===== config.mk =====
export PLATFORM = sky130hd
export DESIGN_NAME = fp_coprocessor_handoff_status
export DESIGN_NICKNAME = d
export VERILOG_FILES = /design/src/rtl/fp_port_pkg.sv /design/src/rtl/conv_check.sv /design/src/rtl/fp_coprocessor_handoff_status.sv
export VERILOG_INCLUDE_DIRS = /design/src /design/src/rtl
export SDC_FILE = /design/constraint.sdc
export NUM_CORES = 1
export LEC_CHECK = 0
export BUFFER_PORTS_ARGS = -buffer_cell sky130_fd_sc_hd__buf_2
export CAP_MARGIN = 10
export CORE_UTILIZATION = 40
export CTS_BUF_LIST = sky130_fd_sc_hd__clkbuf_16
export DETAILED_ROUTE_END_ITERATION = 10
export GPL_TIMING_DRIVEN = 0
export PLACE_DENSITY_LB_ADDON = 0.08
export SLEW_MARGIN = 20
export SYNTH_ARGS = -nofsm -noshare
export SYNTH_HDL_FRONTEND = slang
export SYNTH_SLANG_ARGS = --single-unit

===== constraint.sdc =====
create_clock -name clk -period 1.95 [get_ports clk]
set_input_delay 0.195 -clock clk [delete_from_list [all_inputs] [get_ports clk]]
set_output_delay 0.195 -clock clk [all_outputs]
set_load 0.005 [all_outputs]

===== src/rtl/fp_port_defines.svh =====
`ifndef FP_PORT_DEFINES_SVH
`define FP_PORT_DEFINES_SVH

// host microcycle divider and examination length
`define HOST_DIV 8'h04
`define EXAM_CYCLES 2'h2

// host microinstruction codes (values are this block's own encoding)
`define MI_INSTRUCTION_FETCH_MICRO 16'h8001
`define MI_FP_GO 16'h8002
`define MI_NOP 16'h0000
`define MI_READ 16'h4001
`define MI_WRITE 16'h4002
`define MI_COPY_CC 16'h4003
`define MI_SERVICE 16'hC001
`define MI_TRAP 16'hC002
`define TRAP_VECTOR 16'h00A4

// instruction class and op selection fields
`define FP_CLASS 4'hF
`define GRP_MISC 6'h00
`define GRP_LOAD_STATUS 6'h01
`define GRP_STORE_STATUS 6'h02
`define GRP_STORE_EXC 6'h03
`define SUB_COPY_FLAGS 6'h00
`define SUB_SET_SINGLE 6'h01
`define SUB_SET_SHORT 6'h02
`define SUB_SET_DOUBLE 6'h09
`define SUB_SET_LONG 6'h0A

// status register field positions
`define PRECISION_BIT 7
`define INTLEN_BIT 6
`define FLAG_CARRY 0
`define FLAG_OVERFLOW 1
`define FLAG_ZERO 2
`define FLAG_NEGATIVE 3
`define STATUS_RESET 16'h0000

// conversion constants
`define EXP_BIAS_ONE 9'h081
`define SHORT_RANGE 9'h010
`define LONG_RANGE 9'h020

`endif


===== src/rtl/fp_port_pkg.sv =====
package fp_port_pkg;
  typedef enum logic [8:0] {
    ST_MONITOR = 9'h001,
    ST_LATCH = 9'h002,
    ST_EXAMINE = 9'h004,
    ST_DECIDE = 9'h008,
    ST_EXEC = 9'h010,
    ST_ARITH = 9'h020,
    ST_RESYNC = 9'h040,
    ST_SERVICE = 9'h080,
    ST_TRAP = 9'h100
  } port_state_e;

  typedef struct packed {
    logic [5:0] shiftCount;
    logic fractionErr;
    logic rangeErr;
    logic signErr;
  } conv_result_s;
endpackage


===== src/rtl/conv_check.sv =====
`timescale 1ns/1ns
`default_nettype none
`include "fp_port_defines.svh"
module conv_check (
  input wire logic clk, // core clock
  input wire logic reset, // synchronous reset
  input wire logic clear, // start of a new instruction
  input wire logic cvtValid, // conversion operands valid
  input wire logic cvtLong, // long integer target
  input wire logic [7:0] cvtExponent, // biased exponent
  input wire logic cvtSign, // sign of the original value
  input wire logic cvtIntMsb, // msb of converted integer
  output fp_port_pkg::conv_result_s result // registered check results
);
  // test one: exponent minus one-bias, negative means pure fraction
  wire logic [8:0] unbiased = {1'b0, cvtExponent} - `EXP_BIAS_ONE;
  wire logic [8:0] rangeConst = cvtLong ? `LONG_RANGE : `SHORT_RANGE;
  wire logic [8:0] rangeDiff = unbiased - rangeConst;
  // shift count: range + bias - exponent - 1
  wire logic [8:0] shiftSum = rangeConst + `EXP_BIAS_ONE - {1'b0, cvtExponent} - 9'h001;
  wire logic isFraction = unbiased[8];
  // -1 still proceeds; the sign test catches the one bad case
  wire logic outOfRange = !isFraction && !rangeDiff[8];
  wire logic signMismatch = cvtIntMsb != cvtSign;

  // errors stay sticky until engineStart begins the next arithmetic instruction
  always_ff @(posedge clk) begin
    if (reset || clear) begin
      result <= '0;
    end else if (cvtValid) begin
      result.shiftCount <= shiftSum[5:0];
      result.fractionErr <= result.fractionErr | isFraction;
      result.rangeErr <= result.rangeErr | outOfRange;
      result.signErr <= result.signErr | signMismatch;
    end
  end
endmodule // conv_check
`default_nettype wire


===== src/rtl/fp_coprocessor_handoff_status.sv =====
`timescale 1ns/1ns
`default_nettype none
`include "fp_port_defines.svh"
module fp_coprocessor_handoff_status #(
  parameter logic [7:0] HOST_DIV = `HOST_DIV // core clocks per host microcycle
) (
  input wire logic clk, // core clock
  input wire logic reset, // synchronous reset
  input wire logic hostReset, // host reset pin
  input wire logic [15:0] microOpBusIn, // host micro bus pins
  output logic [15:0] microOpBusOut, // micro bus drive value
  output logic microOpBusOe_n, // low while driving micro bus
  output logic microsourceSelect, // we are the micro source
  input wire logic [15:0] sharedDataAddrBusIn, // data bus pins
  output logic [15:0] sharedDataAddrBusOut, // data bus drive value
  output logic sharedDataAddrBusOe_n, // low while driving data bus
  output logic engineStart, // pulse: arithmetic engine go
  input wire logic arithDone, // engine finished
  input wire logic arithError, // engine failed
  input wire logic [15:0] arithErrCode, // engine error code
  input wire logic [3:0] arithErrAddr, // failing instruction address
  input wire logic flagsValid, // engine flag update
  input wire logic [3:0] flagsIn, // new flags n,z,v,c
  input wire logic cvtValid, // conversion operands valid
  input wire logic [7:0] cvtExponent, // biased exponent
  input wire logic cvtSign, // original sign
  input wire logic cvtIntMsb, // converted integer msb
  output logic [5:0] cvtShift, // right shift count
  output logic [15:0] instrLatch, // latched instruction
  output logic [15:0] floatStatus, // status register
  output logic [15:0] floatExceptionCode, // exception code register
  output logic [3:0] floatExceptionAddress, // exception address register
  output logic accWrite, // pulse: accumulator write
  output logic [15:0] accData // accumulator write data
);
  fp_port_pkg::port_state_e state;
  fp_port_pkg::conv_result_s conv;
  logic [15:0] microSync1, microSync2, dataSync1, dataSync2;
  logic hostRst1, hostRst2;
  logic [7:0] divCnt;
  logic tick;
  logic [1:0] step;

  // pins come from the host clock domain: two flops each
  always_ff @(posedge clk) begin
    microSync1 <= microOpBusIn;
    microSync2 <= microSync1;
    dataSync1 <= sharedDataAddrBusIn;
    dataSync2 <= dataSync1;
    hostRst1 <= hostReset;
    hostRst2 <= hostRst1;
  end

  // host microcycle enable; we compute every clk in between
  always_ff @(posedge clk) begin
    if (reset || hostRst2) begin
      divCnt <= 8'h00;
      tick <= 1'b0;
    end else begin
      tick <= (divCnt == HOST_DIV - 8'h01);
      divCnt <= (divCnt == HOST_DIV - 8'h01) ? 8'h00 : divCnt + 8'h01;
    end
  end

  function automatic logic isMisc(input logic [15:0] ins, input logic [5:0] sub);
    isMisc = ins[11:6] == `GRP_MISC && ins[5:0] == sub;
  endfunction

  // opcode decode, valid from the examination cycles onward
  wire logic fpClass = instrLatch[15:12] == `FP_CLASS;
  wire logic opLoadStatus = instrLatch[11:6] == `GRP_LOAD_STATUS;
  wire logic opStoreStatus = instrLatch[11:6] == `GRP_STORE_STATUS;
  wire logic opStoreExc = instrLatch[11:6] == `GRP_STORE_EXC;
  wire logic opCopyFlags = isMisc(instrLatch, `SUB_COPY_FLAGS);
  wire logic opSetSingle = isMisc(instrLatch, `SUB_SET_SINGLE);
  wire logic opSetDouble = isMisc(instrLatch, `SUB_SET_DOUBLE);
  wire logic opSetShort = isMisc(instrLatch, `SUB_SET_SHORT);
  wire logic opSetLong = isMisc(instrLatch, `SUB_SET_LONG);
  wire logic opModeSet = opSetSingle | opSetDouble | opSetShort | opSetLong;
  wire logic opArith = !(opLoadStatus | opStoreStatus | opStoreExc | opCopyFlags | opModeSet);
  wire logic modeZero = instrLatch[5:3] == 3'h0;
  wire logic convFail = conv.fractionErr | conv.rangeErr | conv.signErr;
  wire logic [3:0] hostFlags = {floatStatus[`FLAG_NEGATIVE], floatStatus[`FLAG_ZERO],
                                floatStatus[`FLAG_OVERFLOW], floatStatus[`FLAG_CARRY]};

  conv_check u_conv (
    .clk(clk),
    .reset(reset),
    .clear(engineStart),
    .cvtValid(cvtValid),
    .cvtLong(floatStatus[`INTLEN_BIT]),
    .cvtExponent(cvtExponent),
    .cvtSign(cvtSign),
    .cvtIntMsb(cvtIntMsb),
    .result(conv)
  );
  assign cvtShift = conv.shiftCount;

  // sequencer: host reset jams back to monitoring
  always_ff @(posedge clk) begin
    if (reset || hostRst2) begin
      state <= fp_port_pkg::ST_MONITOR;
      step <= 2'h0;
      instrLatch <= 16'h0000;
    end else begin
      case (state)
        fp_port_pkg::ST_MONITOR: begin
          if (tick && microSync2 == `MI_INSTRUCTION_FETCH_MICRO) state <= fp_port_pkg::ST_LATCH;
        end
        fp_port_pkg::ST_LATCH: begin
          if (tick) begin
            instrLatch <= dataSync2;
            step <= 2'h0;
            state <= fp_port_pkg::ST_EXAMINE;
          end
        end
        fp_port_pkg::ST_EXAMINE: begin
          if (tick) begin
            step <= step + 2'h1;
            if (step + 2'h1 == `EXAM_CYCLES) state <= fp_port_pkg::ST_DECIDE;
          end
        end
        fp_port_pkg::ST_DECIDE: begin
          if (tick) begin
            step <= 2'h0;
            // either verdict is seen here; no go means monitor
            if (microSync2 == `MI_FP_GO && fpClass) state <= fp_port_pkg::ST_EXEC;
            else state <= fp_port_pkg::ST_MONITOR;
          end
        end
        fp_port_pkg::ST_EXEC: begin
          if (tick) begin
            step <= step + 2'h1;
            if (opArith) state <= fp_port_pkg::ST_ARITH;
            else if (opModeSet || opCopyFlags) state <= fp_port_pkg::ST_RESYNC;
            else if ((opLoadStatus || opStoreStatus) && step == 2'h1) state <= fp_port_pkg::ST_RESYNC;
            else if (opStoreExc && (modeZero || step == 2'h2)) state <= fp_port_pkg::ST_RESYNC;
          end
        end
        fp_port_pkg::ST_ARITH: begin
          // runs at core rate; host sees no-ops meanwhile
          if (arithDone) begin
            step <= 2'h0;
            if (arithError || convFail) state <= fp_port_pkg::ST_TRAP;
            else state <= fp_port_pkg::ST_RESYNC;
          end
        end
        fp_port_pkg::ST_RESYNC: begin
          if (tick) state <= fp_port_pkg::ST_SERVICE;
        end
        fp_port_pkg::ST_SERVICE: begin
          if (tick) state <= fp_port_pkg::ST_MONITOR;
        end
        fp_port_pkg::ST_TRAP: begin
          if (tick) begin
            step <= step + 2'h1;
            if (step == 2'h2) state <= fp_port_pkg::ST_MONITOR;
          end
        end
        default: state <= fp_port_pkg::ST_MONITOR;
      endcase
    end
  end

  // what the host sees on the micro bus while we are master
  wire logic master = state == fp_port_pkg::ST_EXEC || state == fp_port_pkg::ST_ARITH
    || state == fp_port_pkg::ST_RESYNC || state == fp_port_pkg::ST_SERVICE
    || (state == fp_port_pkg::ST_TRAP && step != 2'h2);
  wire logic execMove = (opLoadStatus || opStoreStatus) && step == 2'h0;
  wire logic excMove = opStoreExc && !modeZero && step != 2'h2;
  wire logic [15:0] execMicro = (opLoadStatus && step == 2'h0) ? `MI_READ
    : execMove ? `MI_WRITE
    : excMove ? `MI_WRITE
    : opCopyFlags ? (`MI_COPY_CC | {12'h000, hostFlags})
    : `MI_NOP;
  wire logic [15:0] next_micro = (state == fp_port_pkg::ST_EXEC) ? execMicro
    : (state == fp_port_pkg::ST_SERVICE) ? `MI_SERVICE
    : (state == fp_port_pkg::ST_TRAP) ? ((step == 2'h0) ? `MI_TRAP : `TRAP_VECTOR)
    : `MI_NOP;
  wire logic dataDrive = state == fp_port_pkg::ST_EXEC && (execMove && opStoreStatus || excMove);
  wire logic [15:0] next_data = opStoreStatus ? floatStatus
    : (step == 2'h0) ? floatExceptionCode : {12'h000, floatExceptionAddress};

  // bus drivers: micro bus released one clock after we leave mastership, data bus one clock after dataDrive drops
  always_ff @(posedge clk) begin
    if (reset || hostRst2) begin
      microOpBusOut <= `MI_NOP;
      microOpBusOe_n <= 1'b1;
      microsourceSelect <= 1'b0;
      sharedDataAddrBusOut <= 16'h0000;
      sharedDataAddrBusOe_n <= 1'b1;
    end else begin
      microOpBusOut <= next_micro;
      microOpBusOe_n <= !master;
      microsourceSelect <= master;
      sharedDataAddrBusOut <= next_data;
      sharedDataAddrBusOe_n <= !dataDrive;
    end
  end

  wire logic execTick = state == fp_port_pkg::ST_EXEC && tick;

  // status and exception registers
  always_ff @(posedge clk) begin
    if (reset) begin
      floatStatus <= `STATUS_RESET;
      floatExceptionCode <= 16'h0000;
      floatExceptionAddress <= 4'h0;
      engineStart <= 1'b0;
      accWrite <= 1'b0;
      accData <= 16'h0000;
    end else begin
      engineStart <= execTick && opArith;
      accWrite <= execTick && opStoreExc && modeZero;
      accData <= floatExceptionCode;
      if (execTick && opLoadStatus && step == 2'h1) floatStatus <= dataSync2;
      else if (execTick && opSetSingle) floatStatus[`PRECISION_BIT] <= 1'b0;
      else if (execTick && opSetDouble) floatStatus[`PRECISION_BIT] <= 1'b1;
      else if (execTick && opSetShort) floatStatus[`INTLEN_BIT] <= 1'b0;
      else if (execTick && opSetLong) floatStatus[`INTLEN_BIT] <= 1'b1;
      else if (flagsValid) floatStatus[3:0] <= flagsIn;
      // only a failure overwrites; otherwise last error is kept
      if (state == fp_port_pkg::ST_ARITH && arithDone && (arithError || convFail)) begin
        floatExceptionCode <= arithError ? arithErrCode : 16'h0002;
        floatExceptionAddress <= arithErrAddr;
      end
    end
  end
endmodule // fp_coprocessor_handoff_status
`default_nettype wire


* Word-level counts from Yosys, hierarchy flattened
Index checks and enable logic that the tools add are counted.
Storage, ports and cells: logic and storage cells 200, bits of input ports 73, output and inout port bits 111, bits in registers 200
Operators by class: bitwise logic cells 12, reductions and logical operators 62, add/subtract/negate cells 7, eq/ne operators 43, multiplexer cells 47
Operator list (number):
- 9-bit 2-to-1 mux | 16
- 16-bit 2-to-1 mux | 7
- 9-bit one-hot mux with 9 select lines | 1
- 15-bit 2-to-1 mux | 4
- 16-bit equality test, second input constant | 2
- 2-bit != test, second input constant | 16
- 1-bit logical AND | 29
- 4-bit 2-to-1 mux | 6
- 6-bit by 2-bit equality test with 1-bit output, second input constant | 3
- 6-bit by 1-bit equality test with 1-bit output, second input constant | 2
- 6-bit by 4-bit equality test with 1-bit output, second input constant | 2
- 6-bit zero test | 2
- 1-bit OR | 12
- 12-bit AND reduction | 1
- 1-bit logical OR | 11
- 9-bit by 1-bit equality test with 1-bit output, second input constant | 1
- 9-bit by 2-bit equality test with 1-bit output, second input constant | 1
- 9-bit by 3-bit equality test with 1-bit output, second input constant | 1
- 9-bit by 4-bit equality test with 1-bit output, second input constant | 1
- 9-bit by 5-bit equality test with 1-bit output, second input constant | 1
- 9-bit by 6-bit equality test with 1-bit output, second input constant | 1
- 9-bit by 7-bit equality test with 1-bit output, second input constant | 1
- 9-bit by 8-bit equality test with 1-bit output, second input constant | 1
- 9-bit equality test, second input constant | 1
- 30 further kinds | 48

* Longest topological paths before layout
Gate-level depths: netlist (run 1).
depth after elaboration 10, depth in mapped cells 8, depth with buffers taken out 8

* Cells and area by module
Synthesis (run 1) repeated with hierarchy kept, for this count alone.
Second synthesis, totals: cell total of the unflattened synthesis 677, area total of the unflattened synthesis 6765.2 sq um
Modules (own cells, without submodules):
- fp_coprocessor_handoff_status | area an instance 6217.2 sq um, instances 1, sequential area each 3643.5 sq um, cells an instance 614
- conv_check | area an instance 548.0 sq um, instances 1, sequential area each 180.2 sq um, cells an instance 63

* Least setup slack after synthesis (run 1)
Ideal clock, no wire load.
path type reg-to-reg, start reg instrLatch[8], end reg floatStatus[10], setup slack -0.138 ns, clock period less this slack 2.088 ns, arrival 1.961 ns, required time 1.822 ns, buffers on the path 2, stages on the path, launching flop included 8, library setup time 0.128 ns, path through dfxtp_1 > nor4_2 > nand4_4 > or3_1 > buf_2 > buf_6 > mux2i_1 > nor2_1
On the way: longest elaborated chain between the ends 3
RTL lines:
- from (decl) | RTL line fp_coprocessor_handoff_status.sv:29 | output logic [15:0] instrLatch,
- from (signal assigned) | RTL line fp_coprocessor_handoff_status.sv:112 | instrLatch <= dataSync2;
- 6-bit by 1-bit equality test with 1-bit output (no source line)
- 1-bit logical AND (2 in series) | RTL line fp_coprocessor_handoff_status.sv:216 | if (execTick && opLoadStatus && step == 2'h1) floatStatus <= dataSync2;
- to (signal assigned) | RTL line fp_coprocessor_handoff_status.sv:206 | floatStatus <= `STATUS_RESET;
- to (signal assigned) | RTL line fp_coprocessor_handoff_status.sv:216
- to (decl) | RTL line fp_coprocessor_handoff_status.sv:30 | output logic [15:0] floatStatus,
Every way passes these cells. A chain may end at the register's enable or synchronous reset.

* Final worst setup path (run 1)
start reg state[1], end reg instrLatch[9]
On the way: longest elaborated chain between the ends 2
RTL lines:
- from (decl) | RTL line fp_coprocessor_handoff_status.sv:36 | fp_port_pkg::port_state_e state;
- from (signal assigned) | RTL line fp_coprocessor_handoff_status.sv:102 | state <= fp_port_pkg::ST_MONITOR;
- from (signal assigned) | RTL line fp_coprocessor_handoff_status.sv:108 | if (tick && microSync2 == `MI_INSTRUCTION_FETCH_MICRO) state <= fp_port_pkg::ST_LATCH;
- from (signal assigned) | RTL line fp_coprocessor_handoff_status.sv:114 | state <= fp_port_pkg::ST_EXAMINE;
- 9-bit by 2-bit equality test with 1-bit output | RTL line fp_coprocessor_handoff_status.sv:106 | case (state)
- 2-bit AND reduction (no source line)
Every way passes these cells.

==> impl_metrics.toml, run 1 <==
[run]
maxCapViolations = 0

[sta]
grt_setup_unrepaired = "true"
setup_tns_ns = -13.44
layout_min_cycle_time_ns = 2.21
setup_violations = 85
skew_ns = 0.0119
slew_headroom_pct = 41.5
layout_setup_ws_ns = -0.256
finalCritPeriodShare_pct = 113
worst_pin_slew_ns = 0.871
fmax_mhz = 453
hold_viol_final = 0
drv_slew = 0

[pwr]
power_leakage_nw = 4.53
powerDensity_nw_per_um2 = 736
power.total_mw = 7.85
ir_drop_mv = 0.601

[setup_path]
reg2reg_depth = 9
crit_fanout = 7
cp.required_ns = 2.31
start_kind = "flop"
reg2reg_slack_ns = -0.26
critPathCaptureType = "flop"
critical_path_class = "reg -> reg"
reg2reg_from = "state[1]"
critPathArrivalTime_ns = 2.57
reg2reg_to = "instrLatch[9]"

[clock_tree]
cts_buffers = 17
clock-sinks = 191
htreeDepth = 4
cts_tree = "yes"
root_buffer = "clkbuf_16"
worstSkewPairLatency_ns = 0.44
clk_path_buf_depth = 2
path_clk_slew_ns = 0.08

[final_layout]
area_delta_synth_final_pct = 54.5
layout.nets = 1097
final_cells = 1249
stdcell_area_um2 = 10700
layout-drive-gt1-share_pct = 43.9
n_antenna_cell = 0
n_fill_cell = 1350

[route]
wire_per_inst_um = 16.6
drt_iter0_markers = 353
ant_nets = 0
drtPass1Iterations = 5
drc = 0
wirelength_um = 20800
num_vias = 6151
vias_per_cell = 4.92

[placement]
hpwl_um = 13900
dp_cells = 1109
dpl_cell_area_um2 = 8120
place.gp.congestion = 0.832
port_buffers = 175
dp_slack_ns = -0.835

[global_route]
grt_usage_pct = 22.3
grt_pass1_wl_um = 30600
grt-ovfl-total = 0
busiest_layer = "met2"
antenna_found_initial = 0
gr-usage-met2_pct = 36.7
grt_start_max_net_pins = 22
grt_pass1_vias = 5764
use_met1_pct = 28.7
use_met3_pct = 4.34

[synthesis]
syn-cell-area_um2 = 6910
async_reset_ff_share_pct = 0
ys.flop_type = "dfxtp_1"
synth-edff-count = 0
ys_ff_latch = 191
synthCells = 707
ys_seq_area_share_pct = 55.4
post-synth-top-count-cell = "dfxtp_1"
yosysTopAreaCell = "dfxtp_1"
synthTopCellsByArea = "dfxtp_1 55%, o21ai_0 3.8%, mux2i_1 3.5%"
ys_top_cells_by_count = "191 x dfxtp_1, 59 x nand2_1, 55 x nor2_1"
yosys_warnings = 0
synth_cell_types = 60
synth_top_cell_area_share_pct = 55.4
syn_avg_cell_area_um2 = 9.77

[floorplanning]
die_width_um = 133
dieArea_um2 = 17800
rows = 47
core_area_um2 = 16700
pin_count = 184
start_util_pct = 41.4
die_h_um = 133

[hold_path]
hold_class = "in -> reg"
holdPathEnd = "floatExceptionAddress[1]"
whs_path_depth = 3
hp-start = "arithErrAddr[1]"

[run_status]
violations = "negative setup slack"
status = "complete, but fails checks"
==> stage by stage <==
| step | hold slack, ns | util, % |
|---|---|---|
| after floorplan | 0.223 | - |
| after global placement | 0.297 | 48.6 |
| after detailed placement | 0.299 | 48.6 |
| after CTS | 0.000126 | 60.9 |
| after global routing | 0.0338 | 63.9 |
| final | 0.0264 | 63.9 |
==> worst max-delay path: stages, from the launching register on <==
cell and delay [ns]:
dfxtp_2 0.33, or4_4 0.58, buf_12 0.16, nor4_4 0.16, and2_4 0.21, o21ba_4 0.23
buf_8 0.15, buf_12 0.10, o21ai_2 0.06, a21oi_1 0.14
==> report_power, final <==
group / total (mW) / switching, mW / internal (mW)
clock network: 3.46 / 1.72 / 1.75
logic: 0.350 / 0.153 / 0.197
registers: 4.04 / 0.0476 / 3.99
total: 7.85 / 1.92 / 5.93
==> registers in the layout (all words and copies together), names as in the netlist <==
signal / flops
dataSync1: 16
sharedDataAddrBusOut: 16
microOpBusOut: 7
dataSync2: 16
accWrite: 1
state: 9
floatExceptionCode: 16
hostRst2: 1
engineStart: 1
tick: 1
floatStatus: 16
step: 2
microOpBusOe_n: 1
sharedDataAddrBusOe_n: 1
floatExceptionAddress: 4
instrLatch: 16
u_conv.result: 9
microSync2: 16
microsourceSelect: 1
hostRst1: 1
accData: 16
microSync1: 16
divCnt: 8
==> cells in the final DEF (no fill, tap or decap), types with 7 or more instances in the layout <==
master	count
nand4b_1	7
buf_4	56
nand3b_1	8
clkinv_8	8
mux2i_1	24
o21ai_0	12
dfxtp_1	183
clkbuf_16	21
nand3_1	29
nand2_2	13
o21ai_2	24
a211oi_2	7
nor2_1	48
a21oi_2	13
buf_8	8
buf_6	18
xor2_1	11
o21ai_1	14
buf_2	177
nor2b_1	19
nand2b_1	8
clkbuf_1	20
ha_1	8
xnor2_1	7
a21oi_1	32
dlygate4sd3_1	48
conb_1	8
nand2_1	41
nand3_2	12
nor4_4	8
inv_1	11
==> worst max path at each step <==
| stage | from | to | slack, ns | cells past startpoint |
|---|---|---|---|---|
| floorplan | state[3] | floatStatus[10] | -0.1 | 8 |
| global placement | state[1] | floatExceptionCode[9] | -0.88 | 7 |
| detailed placement | state[1] | floatExceptionCode[10] | -0.84 | 7 |
| CTS | instrLatch[4] | floatStatus[2] | -0.26 | 5 |
| global route | state[1] | floatExceptionAddress[3] | -0.34 | 9 |
| finish | state[1] | instrLatch[9] | -0.26 | 9 |
==> final cells by class <==
cell class | instances | area (µm²) | area share [%]
Clock buffer | 17 | 425 | 3.99
Buffer | 56 | 439 | 4.12
Tap cell | 220 | 275 | 2.58
Multi-Input combinational cell | 454 | 3470 | 32.5
Clock inverter | 15 | 194 | 1.82
Timing Repair Buffer | 285 | 1980 | 18.6
Sequential cell | 191 | 3840 | 36.0
Inverter | 11 | 41.3 | 0.387
==> cell families (layout without fill, tap and decap cells) <==
kind of cell | count (synthesis) | count (layout) | share of synthesized area (%)
buffers and inverters | 70 | 384 | 5.04
other | 1 | 8 | 0.0543
flip-flops | 191 | 191 | 55.4
AO/OA/AOI/OAI | 135 | 135 | 12.0
AND/OR/NAND/NOR | 259 | 260 | 20.2
XOR/XNOR | 18 | 18 | 2.28
multiplexers | 25 | 25 | 3.64
adder cells (fa/ha/maj) | 8 | 8 | 1.45
==> repair_timing <==
item | CTS | global route
hold buffers | 46 | 2
pin swaps | 60 | 47
gates resized for setup | 175 | 88
buffers inserted | 40 | 13
endpoints found under the hold margin | 46 | 2
cloned | 6 | 4
setup endpoints to repair | 89 | 86
==> per-layer routing <==
metal	vias up	part of all wire (%)
met5	-	0
met4	0	2.0
met3	27	5.6
met2	214	48
met1	2850	44
li1	3060	-
No activity file was read; power rests on OpenSTA's default activity.
==> run 2: changes to the inputs <==
--- a/config.mk
+++ b/config.mk
@@ -16,4 +16,5 @@
 export SLEW_MARGIN = 20
 export SYNTH_ARGS = -nofsm -noshare
 export SYNTH_HDL_FRONTEND = slang
+export SYNTH_HIERARCHICAL = 1
 export SYNTH_SLANG_ARGS = --single-unit
==> impl_metrics.toml, run 2 <==
[run_status]
status = "complete, but fails checks"
violations = "negative setup slack"

[sta]
skew_ns = 0.00710
layout_setup_ws_ns = -0.257
grt_setup_unrepaired = "true"
whs_ns = 0.0232
drv_slew = 0
setup_violations = 61
worst_pin_slew_ns = 0.732
finalCritPeriodShare_pct = 113
slew_headroom_pct = 51.2
fmax_mhz = 453
hold_viol_final = 0
layout_min_cycle_time_ns = 2.21

[clock_tree]
cts_tree = "yes"
clock-sinks = 191
worstSkewPairLatency_ns = 0.43
root_buffer = "clkbuf_16"
path_clk_slew_ns = 0.07
htreeDepth = 4
clk_path_buf_depth = 2
cts_buffers = 17

[route]
drtPass1Iterations = 7
drt_iter0_markers = 275
vias_per_cell = 4.87
ant_nets = 0
wire_per_inst_um = 15.9
wirelength_um = 18900
num_vias = 5761
drc = 0

[synthesis]
synth-simple-area-share_pct = 20.3
synth_fa_ha_area_share_pct = 1.66
synth_top_family_by_area = "simple AND/OR/NAND/NOR gates"
synth_cell_types = 64
post-synth-top-count-cell = "dfxtp_1"
synthCells = 677
synth_top_cell_area_share_pct = 56.5
syn_avg_cell_area_um2 = 9.99
synthTopCellsByArea = "dfxtp_1 57%, mux2i_1 4.6%, nor2_1 4.1%"
synth-edff-count = 0
ys_seq_area_share_pct = 56.5
syn-cell-area_um2 = 6770
yosys_warnings = 6
yosysTopAreaCell = "dfxtp_1"
ys_ff_latch = 191
ys.flop_type = "dfxtp_1"
synthMuxAreaShare_pct = 4.92
synth_xor_area_share_pct = 2.07
async_reset_ff_share_pct = 0
synth_compound_area_share_pct = 9.89
ys_top_cells_by_count = "191 x dfxtp_1, 73 x nor2_1, 69 x nand2_1"

[pwr]
power.total_mw = 7.67
ir_drop_mv = 0.611
power_leakage_nw = 4.45
powerDensity_nw_per_um2 = 793

[floorplanning]
pin_count = 184
dieArea_um2 = 17400
start_util_pct = 40.9
rows = 47
core_area_um2 = 16500
die_width_um = 132
die_h_um = 132

[final_layout]
finish.utilization_pct = 58.5
layout-drive-gt1-share_pct = 38.0
mostFrequentLayoutCells = "182 x dfxtp_1, 177 x buf_2, 70 x nor2_1"
layout.nets = 1030
area_delta_synth_final_pct = 43.0
final_common_cell = "dfxtp_1"
stdcell_area_um2 = 9670

[setup_path]
crit_chain = "or4b_4 -> or4_4 -> nor4_4 -> a21boi_1 -> a311oi_1 -> nor3_1"
start_kind = "flop"
reg2reg_depth = 6
critical_path_class = "reg -> reg"
cp_top_family = "simple AND/OR/NAND/NOR gates"
slowest_delay_ns = 0.55
critPathCaptureType = "flop"
cp_slowest_cell = "or4b_4"
crit_cells = 6
critPathLaunch = "state[0]"
cp.required_ns = 2.23
crit_fanout = 5
reg2reg_from = "state[0]"
cp_num_buf_inv = 0
critPathArrivalTime_ns = 2.49

[run]
maxCapViolations = 0

[placement]
place.gp.congestion = 0.848
port_buffers = 175
dpl_cell_area_um2 = 7950
dp_slack_ns = -0.542
hpwl_um = 13500

[hold_path]
whs_path_depth = 3
hp-start = "arithErrAddr[0]"
hold_class = "in -> reg"

[global_route]
grt_pass1_wl_um = 29600
grt_usage_pct = 21.9
antenna_found_initial = 2
grt_start_max_net_pins = 20
grt_pass1_vias = 5657
grt-ovfl-total = 0
-- run 2: cell count changes after synthesis, sizes merged, moves of 6 or more --
cell and change:
a211oi -6, a21o +14, a21oi -8, a311oi +7, and3 +13, clkbuf -14, mux2i +7, nand2 +11
nand3 -24, nand3b -7, nand4b -6, nor2 +18, o21ai -48
-- run 2: worst paths after layout --
kind / slack [ns] / end
worst max-delay path: -0.26 / floatStatus[7]
worst min-delay path: 0.02 / floatExceptionAddress[0]
worst min register to register: 0.33 / dataSync2[11]
worst max register to register: -0.26 / floatStatus[7]
-- run 2: cell families after synthesis --
family | after synthesis
simple gates | 269
flops | 191
compound gates | 100
buf+inv | 58
mux | 33
xor+xnor | 16
fa+ha+maj | 9
other cells | 1
-- run 2: area by class of cell --
class / instances / area [µm²]
fillers: 1462 / 6850
flip-flops and latches: 191 / 3840
multi-input cells: 435 / 3010
repair buffers: 249 / 1620
clock buffers: 17 / 425
plain buffers: 39 / 290
well taps: 220 / 275
clock inverters: 15 / 141
inverters: 15 / 61.3
diodes: 2 / 5.00
-- run 2: layer usage --
metal	share of wire [%]	vias to the layer above	GRT usage, %	routed length, µm
met3	5.4	34	4.92	1030
met5	0	-	0	0
li1	-	2866	-	-
met4	3.0	0	10.2	566
met1	45	2683	28.1	8550
met2	46	178	35.2	8710
-- run 2: worst min-delay path, cell delays in order --
cell	delay (ns)
buf_2	0.11
nand2_2	0.04
a21oi_1	0.05
-- run 2: repair_timing --
item,4_1_cts,5_1_grt
setup endpoints to repair,86,82
pin swaps,50,19
resized for setup,101,45
cloned,5,1
setup buffers,25,10
hold endpoints to repair,33,1
hold buffers,33,1
-- run 2: where the power goes --
group / switching [mW] / internal (mW)
logic: 0.151 / 0.163
registers: 0.0463 / 3.99
clock network: 1.62 / 1.70
total: 1.82 / 5.85
-- run 2: through the flow --
stage,std cells,TNS (ns)
final,1183,-10.07
after global placement,1079,-41.09
after floorplan,684,-3.86
after global routing,1183,-13.98
after detailed placement,1079,-30.62
after CTS,1172,-10.88
